$ cat src/rtl/csh_defs.svh
/*
  Timing counts and clock rate for the configuration status handshake block.
  Assumes inclusion by bare name from the design module.
*/
`ifndef CSH_DEFS_SVH
`define CSH_DEFS_SVH
`define CSH_CLK_MHZ        100
`define CSH_POR_TIME_US    100
`define CSH_POR_CYCLES     (`CSH_POR_TIME_US * `CSH_CLK_MHZ)
`define CSH_INIT_CYCLES    16
`define CSH_ERR_HOLD_CYCLES 8
`endif

$ cat src/rtl/csh_pkg.sv
/*
  Types shared by the configuration status handshake block.
  Assumes nothing from the defs header.
*/
package csh_pkg;
  typedef enum logic [2:0] {
    CSH_ST_POR    = 3'b000,
    CSH_ST_RESET  = 3'b001,
    CSH_ST_CONFIG = 3'b010,
    CSH_ST_INIT   = 3'b011,
    CSH_ST_USER   = 3'b100,
    CSH_ST_ERROR  = 3'b101
  } csh_state_t;
endpackage
$ cat src/rtl/csh_ctrl.sv
/*
  Configuration controller status pin handshake: drives and watches the open-drain
  status and done lines and reacts to the configuration request line.
  Assumes all inputs synchronous to ref_clk_i, open-drain lines resolved outside.
*/
// Functional notes
// - Hold status low until power-on interval ends.
// - Pull status low on configuration data error.
// - External status low in config/init means error.
// - Ignore status line transitions in user mode.
// - After status release, accept fresh configuration.
// - Hold done low before and during configuration.
// - Release done after clean data, init start.
// - Enter user mode only after done reads high.
// - External done low ignored after initialization.
// - Request low in user mode resets; high reconfigures.
`timescale 1ns/1ps
`include "csh_defs.svh"
module csh_ctrl
  import csh_pkg::*;
#(
  parameter int unsigned POR_CYCLES  = `CSH_POR_CYCLES,
  parameter int unsigned INIT_CYCLES = `CSH_INIT_CYCLES,
  parameter int unsigned ERR_HOLD    = `CSH_ERR_HOLD_CYCLES
) (
  input  wire logic ref_clk_i,
  input  wire logic rst_n_i,
  input  wire logic config_request_line_n_i,
  input  wire logic config_status_line_i,
  output logic      config_status_line_o,
  output logic      config_status_line_oe_o,
  input  wire logic config_done_line_i,
  output logic      config_done_line_o,
  output logic      config_done_line_oe_o,
  input  wire logic cfg_data_last_i,
  input  wire logic cfg_data_err_i,
  output logic      cfg_active_o,
  output logic      user_mode_o,
  output logic      io_tristate_o,
  output logic      config_error_o
);
  localparam int unsigned MAX_A   = (POR_CYCLES > INIT_CYCLES) ? POR_CYCLES : INIT_CYCLES;
  localparam int unsigned MAX_CNT = (MAX_A > ERR_HOLD) ? MAX_A : ERR_HOLD;
  localparam int          CW      = (MAX_CNT > 2) ? $clog2(MAX_CNT + 1) : 2;

  csh_state_t      state_q;
  csh_state_t      state_d;
  logic [CW-1:0]   cnt_q;
  logic            cnt_done;
  logic            data_done_q;

  // True once all configuration data has arrived cleanly.
  function automatic logic is_loaded(input csh_state_t st);
    is_loaded = (st == CSH_ST_INIT) || (st == CSH_ST_USER);
  endfunction

  // True in the states that pull the status line low.
  function automatic logic holds_status(input csh_state_t st);
    holds_status = (st == CSH_ST_POR) || (st == CSH_ST_ERROR);
  endfunction

  always_comb begin
    if (state_q == CSH_ST_POR) begin
      cnt_done = (cnt_q >= CW'(POR_CYCLES - 1));
    end else if (state_q == CSH_ST_ERROR) begin
      cnt_done = (cnt_q >= CW'(ERR_HOLD - 1));
    end else begin
      cnt_done = (cnt_q >= CW'(INIT_CYCLES - 1));
    end
  end

  always_comb begin
    state_d = state_q;
    case (state_q)
      CSH_ST_POR: begin
        if (cnt_done) begin
          state_d = CSH_ST_RESET;
        end
      end
      CSH_ST_RESET: begin
        if (config_request_line_n_i) begin
          state_d = CSH_ST_CONFIG;
        end
      end
      CSH_ST_CONFIG: begin
        if (!config_request_line_n_i) begin
          state_d = CSH_ST_RESET;
        end else if (cfg_data_err_i || !config_status_line_i) begin
          state_d = CSH_ST_ERROR;
        end else if (cfg_data_last_i) begin
          state_d = CSH_ST_INIT;
        end
      end
      CSH_ST_INIT: begin
        if (!config_request_line_n_i) begin
          state_d = CSH_ST_RESET;
        end else if (!config_status_line_i) begin
          state_d = CSH_ST_ERROR;
        end else if (config_done_line_i && cnt_done) begin
          state_d = CSH_ST_USER;
        end
      end
      CSH_ST_USER: begin
        if (!config_request_line_n_i) begin
          state_d = CSH_ST_RESET;
        end
      end
      CSH_ST_ERROR: begin
        if (!config_request_line_n_i) begin
          state_d = CSH_ST_RESET;
        end else if (cnt_done) begin
          state_d = CSH_ST_CONFIG;
        end
      end
      default: begin
        state_d = CSH_ST_POR;
      end
    endcase
  end

  always_ff @(posedge ref_clk_i or negedge rst_n_i) begin
    if (!rst_n_i) begin
      state_q <= CSH_ST_POR;
    end else begin
      state_q <= state_d;
    end
  end

  always_ff @(posedge ref_clk_i or negedge rst_n_i) begin
    if (!rst_n_i) begin
      cnt_q <= '0;
    end else if (state_d != state_q) begin
      cnt_q <= '0;
    end else if (!cnt_done) begin
      cnt_q <= cnt_q + CW'(1);
    end
  end

  always_ff @(posedge ref_clk_i or negedge rst_n_i) begin
    if (!rst_n_i) begin
      data_done_q <= 1'b0;
    end else begin
      data_done_q <= is_loaded(state_d);
    end
  end

  // The status pin is only ever pulled low.
  always_ff @(posedge ref_clk_i or negedge rst_n_i) begin
    if (!rst_n_i) begin
      config_status_line_o <= 1'b0;
    end else begin
      config_status_line_o <= 1'b0;
    end
  end

  // Status is pulled low during power-on and in the error state.
  always_ff @(posedge ref_clk_i or negedge rst_n_i) begin
    if (!rst_n_i) begin
      config_status_line_oe_o <= 1'b1;
    end else begin
      config_status_line_oe_o <= holds_status(state_d);
    end
  end

  // The done pin is only ever pulled low.
  always_ff @(posedge ref_clk_i or negedge rst_n_i) begin
    if (!rst_n_i) begin
      config_done_line_o <= 1'b0;
    end else begin
      config_done_line_o <= 1'b0;
    end
  end

  // Done is held low until the data is loaded.
  always_ff @(posedge ref_clk_i or negedge rst_n_i) begin
    if (!rst_n_i) begin
      config_done_line_oe_o <= 1'b1;
    end else begin
      config_done_line_oe_o <= !is_loaded(state_d);
    end
  end

  // Flags the data loading phase.
  always_ff @(posedge ref_clk_i or negedge rst_n_i) begin
    if (!rst_n_i) begin
      cfg_active_o <= 1'b0;
    end else begin
      cfg_active_o <= (state_d == CSH_ST_CONFIG);
    end
  end

  // Flags user mode once loading has finished.
  always_ff @(posedge ref_clk_i or negedge rst_n_i) begin
    if (!rst_n_i) begin
      user_mode_o <= 1'b0;
    end else begin
      user_mode_o <= (state_d == CSH_ST_USER) && data_done_q;
    end
  end

  // Pins float everywhere but in user mode.
  always_ff @(posedge ref_clk_i or negedge rst_n_i) begin
    if (!rst_n_i) begin
      io_tristate_o <= 1'b1;
    end else begin
      io_tristate_o <= (state_d != CSH_ST_USER);
    end
  end

  // Flags the error state.
  always_ff @(posedge ref_clk_i or negedge rst_n_i) begin
    if (!rst_n_i) begin
      config_error_o <= 1'b0;
    end else begin
      config_error_o <= (state_d == CSH_ST_ERROR);
    end
  end
endmodule // csh_ctrl

$ cat config.mk
export PLATFORM = sky130hd
export DESIGN_NAME = csh_ctrl
export DESIGN_NICKNAME = d
export VERILOG_FILES = /design/src/rtl/csh_pkg.sv /design/src/rtl/csh_ctrl.sv
export VERILOG_INCLUDE_DIRS = /design/src /design/src/rtl
export SDC_FILE = /design/constraint.sdc
export NUM_CORES = 1
export LEC_CHECK = 0
export BUFFER_PORTS_ARGS = -buffer_cell sky130_fd_sc_hd__buf_2
export CAP_MARGIN = 20
export CORE_ASPECT_RATIO = 0.5
export CORE_MARGIN = 5
export CORE_UTILIZATION = 40
export DETAILED_ROUTE_END_ITERATION = 8
export PLACE_DENSITY = 0.64
export SYNTH_ARGS = -nofsm -noshare
export SYNTH_HDL_FRONTEND = slang
export SYNTH_SLANG_ARGS = --single-unit
$ cat constraint.sdc
create_clock -name ref_clk_i -period 2.22 [get_ports ref_clk_i]
set_input_delay 0.555 -clock ref_clk_i [delete_from_list [all_inputs] [get_ports ref_clk_i]]
set_output_delay 0.555 -clock ref_clk_i [all_outputs]
set_load 0.02 [all_outputs]
# [Word-level counts from Yosys, hierarchy flattened]
# Index checks and enable logic that the tools add are counted.
[word_totals] register_bits=24 output_inout_bits=8 word_cells=50
[classes] addsub=1 n_lt_le_gt_ge=3 eq_ne=12 muxes=16 reduce_logical=9
[ops] cell="$mux W3" n=11
[ops] cell="$mux W14" n=2
[ops] cell="$pmux W3 S6" n=1
[ops] cell="$add A14 B1 Y14 const B" n=1
[ops] cell="$ge A14 B14 Y1 const B" n=1
[ops] cell="$ge A14 B3 Y1 const B" n=1
[ops] cell="$ge A14 B4 Y1 const B" n=1
[ops] cell="$eq A3 B2 Y1 const B" n=4
[ops] cell="$eq A3 B3 Y1 const B" n=4
[ops] cell="$logic_not A3 Y1" n=2
[ops] cell="$eq A3 B1 Y1 const B" n=1
[ops] cell="$logic_or A1 B1 Y1" n=3
[ops] cell="$ne A3 B3 Y1" n=1
[ops] cell="$ne A3 B3 Y1 const B" n=1
[ops] cell="$logic_and A1 B1 Y1" n=2
[ops] cell="$logic_not A1 Y1" n=2
[ops] cell="$mux W1" n=2
[ops] cell="$ne A2 B1 Y1 const B" n=1

# [Depth between registers and ports, before layout]
[logic_depth] ltp_word=11 mapped_depth=9 ltp_nobuf=7

# [Worst setup path after synthesis]
# No wires, ideal clock.
[synth_timing] path_kind="flip-flop to flip-flop" startpoint="register cnt_q[0]" endpoint="register data_done_q" arrival_time_ns=1.825 required_ns=2.102 path_slack_ns=0.277 path_stages_with_launch=8 period_less_slack_ns=1.943 path_cell_list="dfrtp_1 -> ha_1 -> a21oi_1 -> o311a_4 -> a311o_1 -> a41oi_2 -> nor2_1 -> a21o_1"
[synth_between] elab_chain_len=10 elab_cells_between_ends=16 classes_between="order compare (3); eq/ne (2); mux (9); reduce/logical (2)"
[synth_rtl] element="start: declaration" line_no="csh_ctrl.sv:48" source="logic [CW-1:0] cnt_q;"
[synth_rtl] element="start signal: assignment" line_no="csh_ctrl.sv:135" source="cnt_q <= cnt_q + CW'(1);"
[synth_rtl] element="$ge A14 B4 Y1 / $ge A14 B3 Y1 (equally long branches)" line_no="csh_ctrl.sv:68, csh_ctrl.sv:66"
[synth_rtl] element="$mux W1" line_no="csh_ctrl.sv:65" source="end else if (state_q == CSH_ST_ERROR) begin"
[synth_rtl] element="$mux W1 (*)" line_no="csh_ctrl.sv:63" source="if (state_q == CSH_ST_POR) begin"
[synth_rtl] element="$logic_and A1 B1 Y1" line_no="csh_ctrl.sv:99" source="end else if (config_done_line_i && cnt_done) begin"
[synth_rtl] element="$mux W3" line_no="csh_ctrl.sv:99"
[synth_rtl] element="$mux W3" line_no="csh_ctrl.sv:97" source="end else if (!config_status_line_i) begin"
[synth_rtl] element="$mux W3" line_no="csh_ctrl.sv:95" source="if (!config_request_line_n_i) begin"
[synth_rtl] element="$pmux W3 S6 (*)" line_no="csh_ctrl.sv:74" source="case (state_q)"
[synth_rtl] element="$eq A3 B2 Y1 / $eq A3 B3 Y1 (equally long branches)" line_no="csh_ctrl.sv:54" source="is_loaded = (st == CSH_ST_INIT) || (st == CSH_ST_USER);"
[synth_rtl] element="$logic_or A1 B1 Y1 (*)" line_no="csh_ctrl.sv:54"
[synth_rtl] element="end signal: assignment" line_no="csh_ctrl.sv:143" source="data_done_q <= is_loaded(state_d);"
[synth_rtl] element="end: declaration" line_no="csh_ctrl.sv:50" source="logic data_done_q;"
# Mark *: on every way between the ends. The rest lies on a longest branch, timed or not.
# A chain may end at the register's enable or synchronous reset.

# [Worst setup path after layout]
# Ends and elaborated chain as after synthesis.

==> results.md <==
- Final Worst Setup Slack: 0.142 ns
- Worst-path maximum fanout: 7
- # IOs: 15
- Flip-flop and latch area: 604 µm²
- Peak supply drop: 0.244 mV
- Final min period: 2.08 ns
- Diodes inserted: 0
- CP startpoint kind: register
- Global Route Usage Sum: 12.9%
- Most frequent cells in the layout: nor2_1 (21), dfrtp_1 (21), xor2_1 (12), buf_2 (12), nand3_1 (10)
- Fin util: 46.8%
- Final Cycle Share: 93.6%
- Clk buf depth: 2
- Sequential power share: 37.9%
- Main synth FF type: dfrtp_1
- Pwr/cell area: 976 nW/µm²
- Cell Count, Final, Fillers Out: 220
- Nets: 178
- Max-cap violations: 0
- Core footprint: 3450 µm²
- Final slew viol count: 0
- Largest net degree at the start of global routing: 25
- Dpl hpwl: 2.17 mm
- Clock sinks: 24
- Antenna-violating nets left: 0
- Switch Pwr: 0.592 mW
- Row count: 15
- H-tree Lvls: 1
- Required time worst endpoint: 2.38 ns
- Sequential fraction of the synthesis area: 42.0%
- Post-Place Cells: 216
- Wire length per cell: 13.2 µm
- Total CTS buffers: 3
- Max Fclk: 481 MHz
- Post-synth EDFFs: 0
- Crit path max-delay cell type: o311a_4
- Starting Density: 41.7%
- DR iter-0 viols: 55
- Final Power: 1.58 mW
- Routed vias: 1154
- Largest stage delay, worst path: 0.40 ns
- Area leader, netlist: dfrtp_1
- Setup TNS: 0 ns
- Critical path capture point type: register
- Worst Path Arrival: 2.23 ns
- Initial antenna violation count: 0
- Switch share: 37.6%
- Synth Cell Area: 1440 µm²
- Ys async rst share: 100%
- Die Area: 4970 µm²
- Clock latency on the worst-skew pair: 0.26 ns
- Number of vias per cell: 5.25
- Status: finished clean
- Clock power share: 18.1%
- Yosys top cell area share: 36.5%
- Fin Clk Skew: 0.00237 ns
- Port buffer count: 12
- Share of post-route cells with drive strength above 1: 23.1%
- Finished Cell Area: 1620 µm²
- RSZ-0062 raised after global routing: false
- Setup violators final: 0
- Synth Register Bits: 24
- R2R Path Start: cnt_q[0]$_DFFE_PN0P_
- Root Driver: clkbuf_8
- HP Class: input port to async pin
- P_leak: 0.782 nW
- First-pass GRT wire length: 5.02 mm
- Final GP Congestion: 0.900
- DIE WIDTH: 94.9 µm
- Syn-to-layout area delta: 12.2%
- CP Cell Sequence: ha_2 -> a21oi_1 -> o311a_4 -> a311o_1 -> a41oi_2 -> nor2_1 -> a21o_1
- Crit Path Class: register to register
- Total routed wirelength: 2.90 mm
- Global route total overflow: 0
- Register clock-pin slew on the reported worst setup and hold paths: 0.08 ns
- DR pass1 iterations: 4
- Fillers: 338
- Rel. slew slack: 65.4%
- Mean Syn Cell Area: 9.41 µm²
- Dpl ws: 0.0996 ns
- Setup Fix Bufs, Post-CTS: 0
- Placed Area: 1550 µm²
- Number of global-route vias before repair: 1130
- Synth area leaders: dfrtp_1 (36%), xor2_1 (7.3%), dfstp_2 (5.5%)
- Min Hold Slack: 0.259 ns
- Crit path from: cnt_q[0]$_DFFE_PN0P_
- Combinational power share: 44.0%
- DRC: 0
- Die height: 52.4 µm
- Worst slew pin tran: 0.518 ns
- Hold Vio Cnt, Final: 0
- Yosys cell types: 44
- Synth warn: 0
- FF-to-FF setup slack: 0.14 ns
- Int Power: 0.984 mW
- Area of the multi-input gates: 753 µm²
- CTS tree: done
- Post-synthesis cell count: 153
-- cell usage after synthesis (2+ instances only) --
cell type and number:
inv_1 5, a21o_2 2, nor2_1 21, a311o_1 2
xor2_1 12, a31oi_1 2, a21o_1 2, nand2b_1 2
nor3_1 4, a21oi_1 6, nor4_1 2, dfrtp_1 21
nand3_1 10, buf_4 4, o21ai_0 2, dfstp_2 3
buf_6 3, nand4_1 7, and2_1 2, nand3b_1 2
and3_1 8, nor2b_1 2, nand2_1 8
-- registers in the layout, summed over array words and instances (netlist names) --
register,flops
config_status_line_oe_o,1
io_tristate_o,1
data_done_q,1
config_done_line_oe_o,1
cnt_q,14
user_mode_o,1
state_q,3
config_error_o,1
cfg_active_o,1
-- path summary, 6_finish.rpt --
kind,endpoint,depth (start not counted)
worst max-delay path,data_done_q$_DFF_PN0_,7
worst min-delay path,cnt_q[10]$_DFFE_PN0P_,1
worst max register to register,data_done_q$_DFF_PN0_,7
worst min register to register,user_mode_o$_DFF_PN0_,1
max in group asynchronous,config_status_line_oe_o$_DFF_PN1_,1
min in group ref_clk_i,user_mode_o$_DFF_PN0_,1
-- critical path: cells and delay by family (launching register included) --
family / cells / cell delay (ns)
DFF: 1 / 0.39
adders and majority gates: 1 / 0.21
AOI/OAI and AO/OA: 5 / 1.28
and+or+nand+nor: 1 / 0.09
-- power by group through the flow --
stage               Sequential (mW)  Clock, mW  Combinational (mW)
detailed placement            0.603          0               0.696
floorplan                     0.624          0               0.486
global route                  0.606      0.315               0.780
CTS                           0.595      0.299               0.699
finish                        0.597      0.285               0.694
global placement              0.603          0               0.685
-- metal layers --
metal  up-vias  wire length (µm)  GRT usage (%)  share of wire, %
met5         -                 0              0                 0
met4         0                32           3.35               1.1
met3         4                94           2.58               3.2
met2        20              1360           21.6                47
met1       557              1410           17.0                49
li1        573                 -              -                 -
-- kinds of logic after synthesis --
logic type / synth area share (%)
muxes: 0.695
AOI/OAI and AO/OA: 14.6
DFF: 42.0
buffers and inverters: 6.60
xor gates and xnor gates: 7.30
other: 0.260
and+or+nand+nor: 27.7
adders and majority gates: 0.869
-- timing repair --
action | 4_1_cts | 5_1_grt
hold endpoints to repair | 0 | 0
setup endpoints to repair | 0 | 5
hold buffers | 0 | 0
resized for setup | 0 | 2
-- area by class of cell --
cell class	count	area share (%)
Timing Repair Buffer	20	7.44
Tap cell	51	3.95
Sequential cell	24	37.4
Inverter	5	1.16
Clock buffer	4	3.41
Multi-Input combinational cell	116	46.6
No activity file was read; power rests on OpenSTA's default activity.
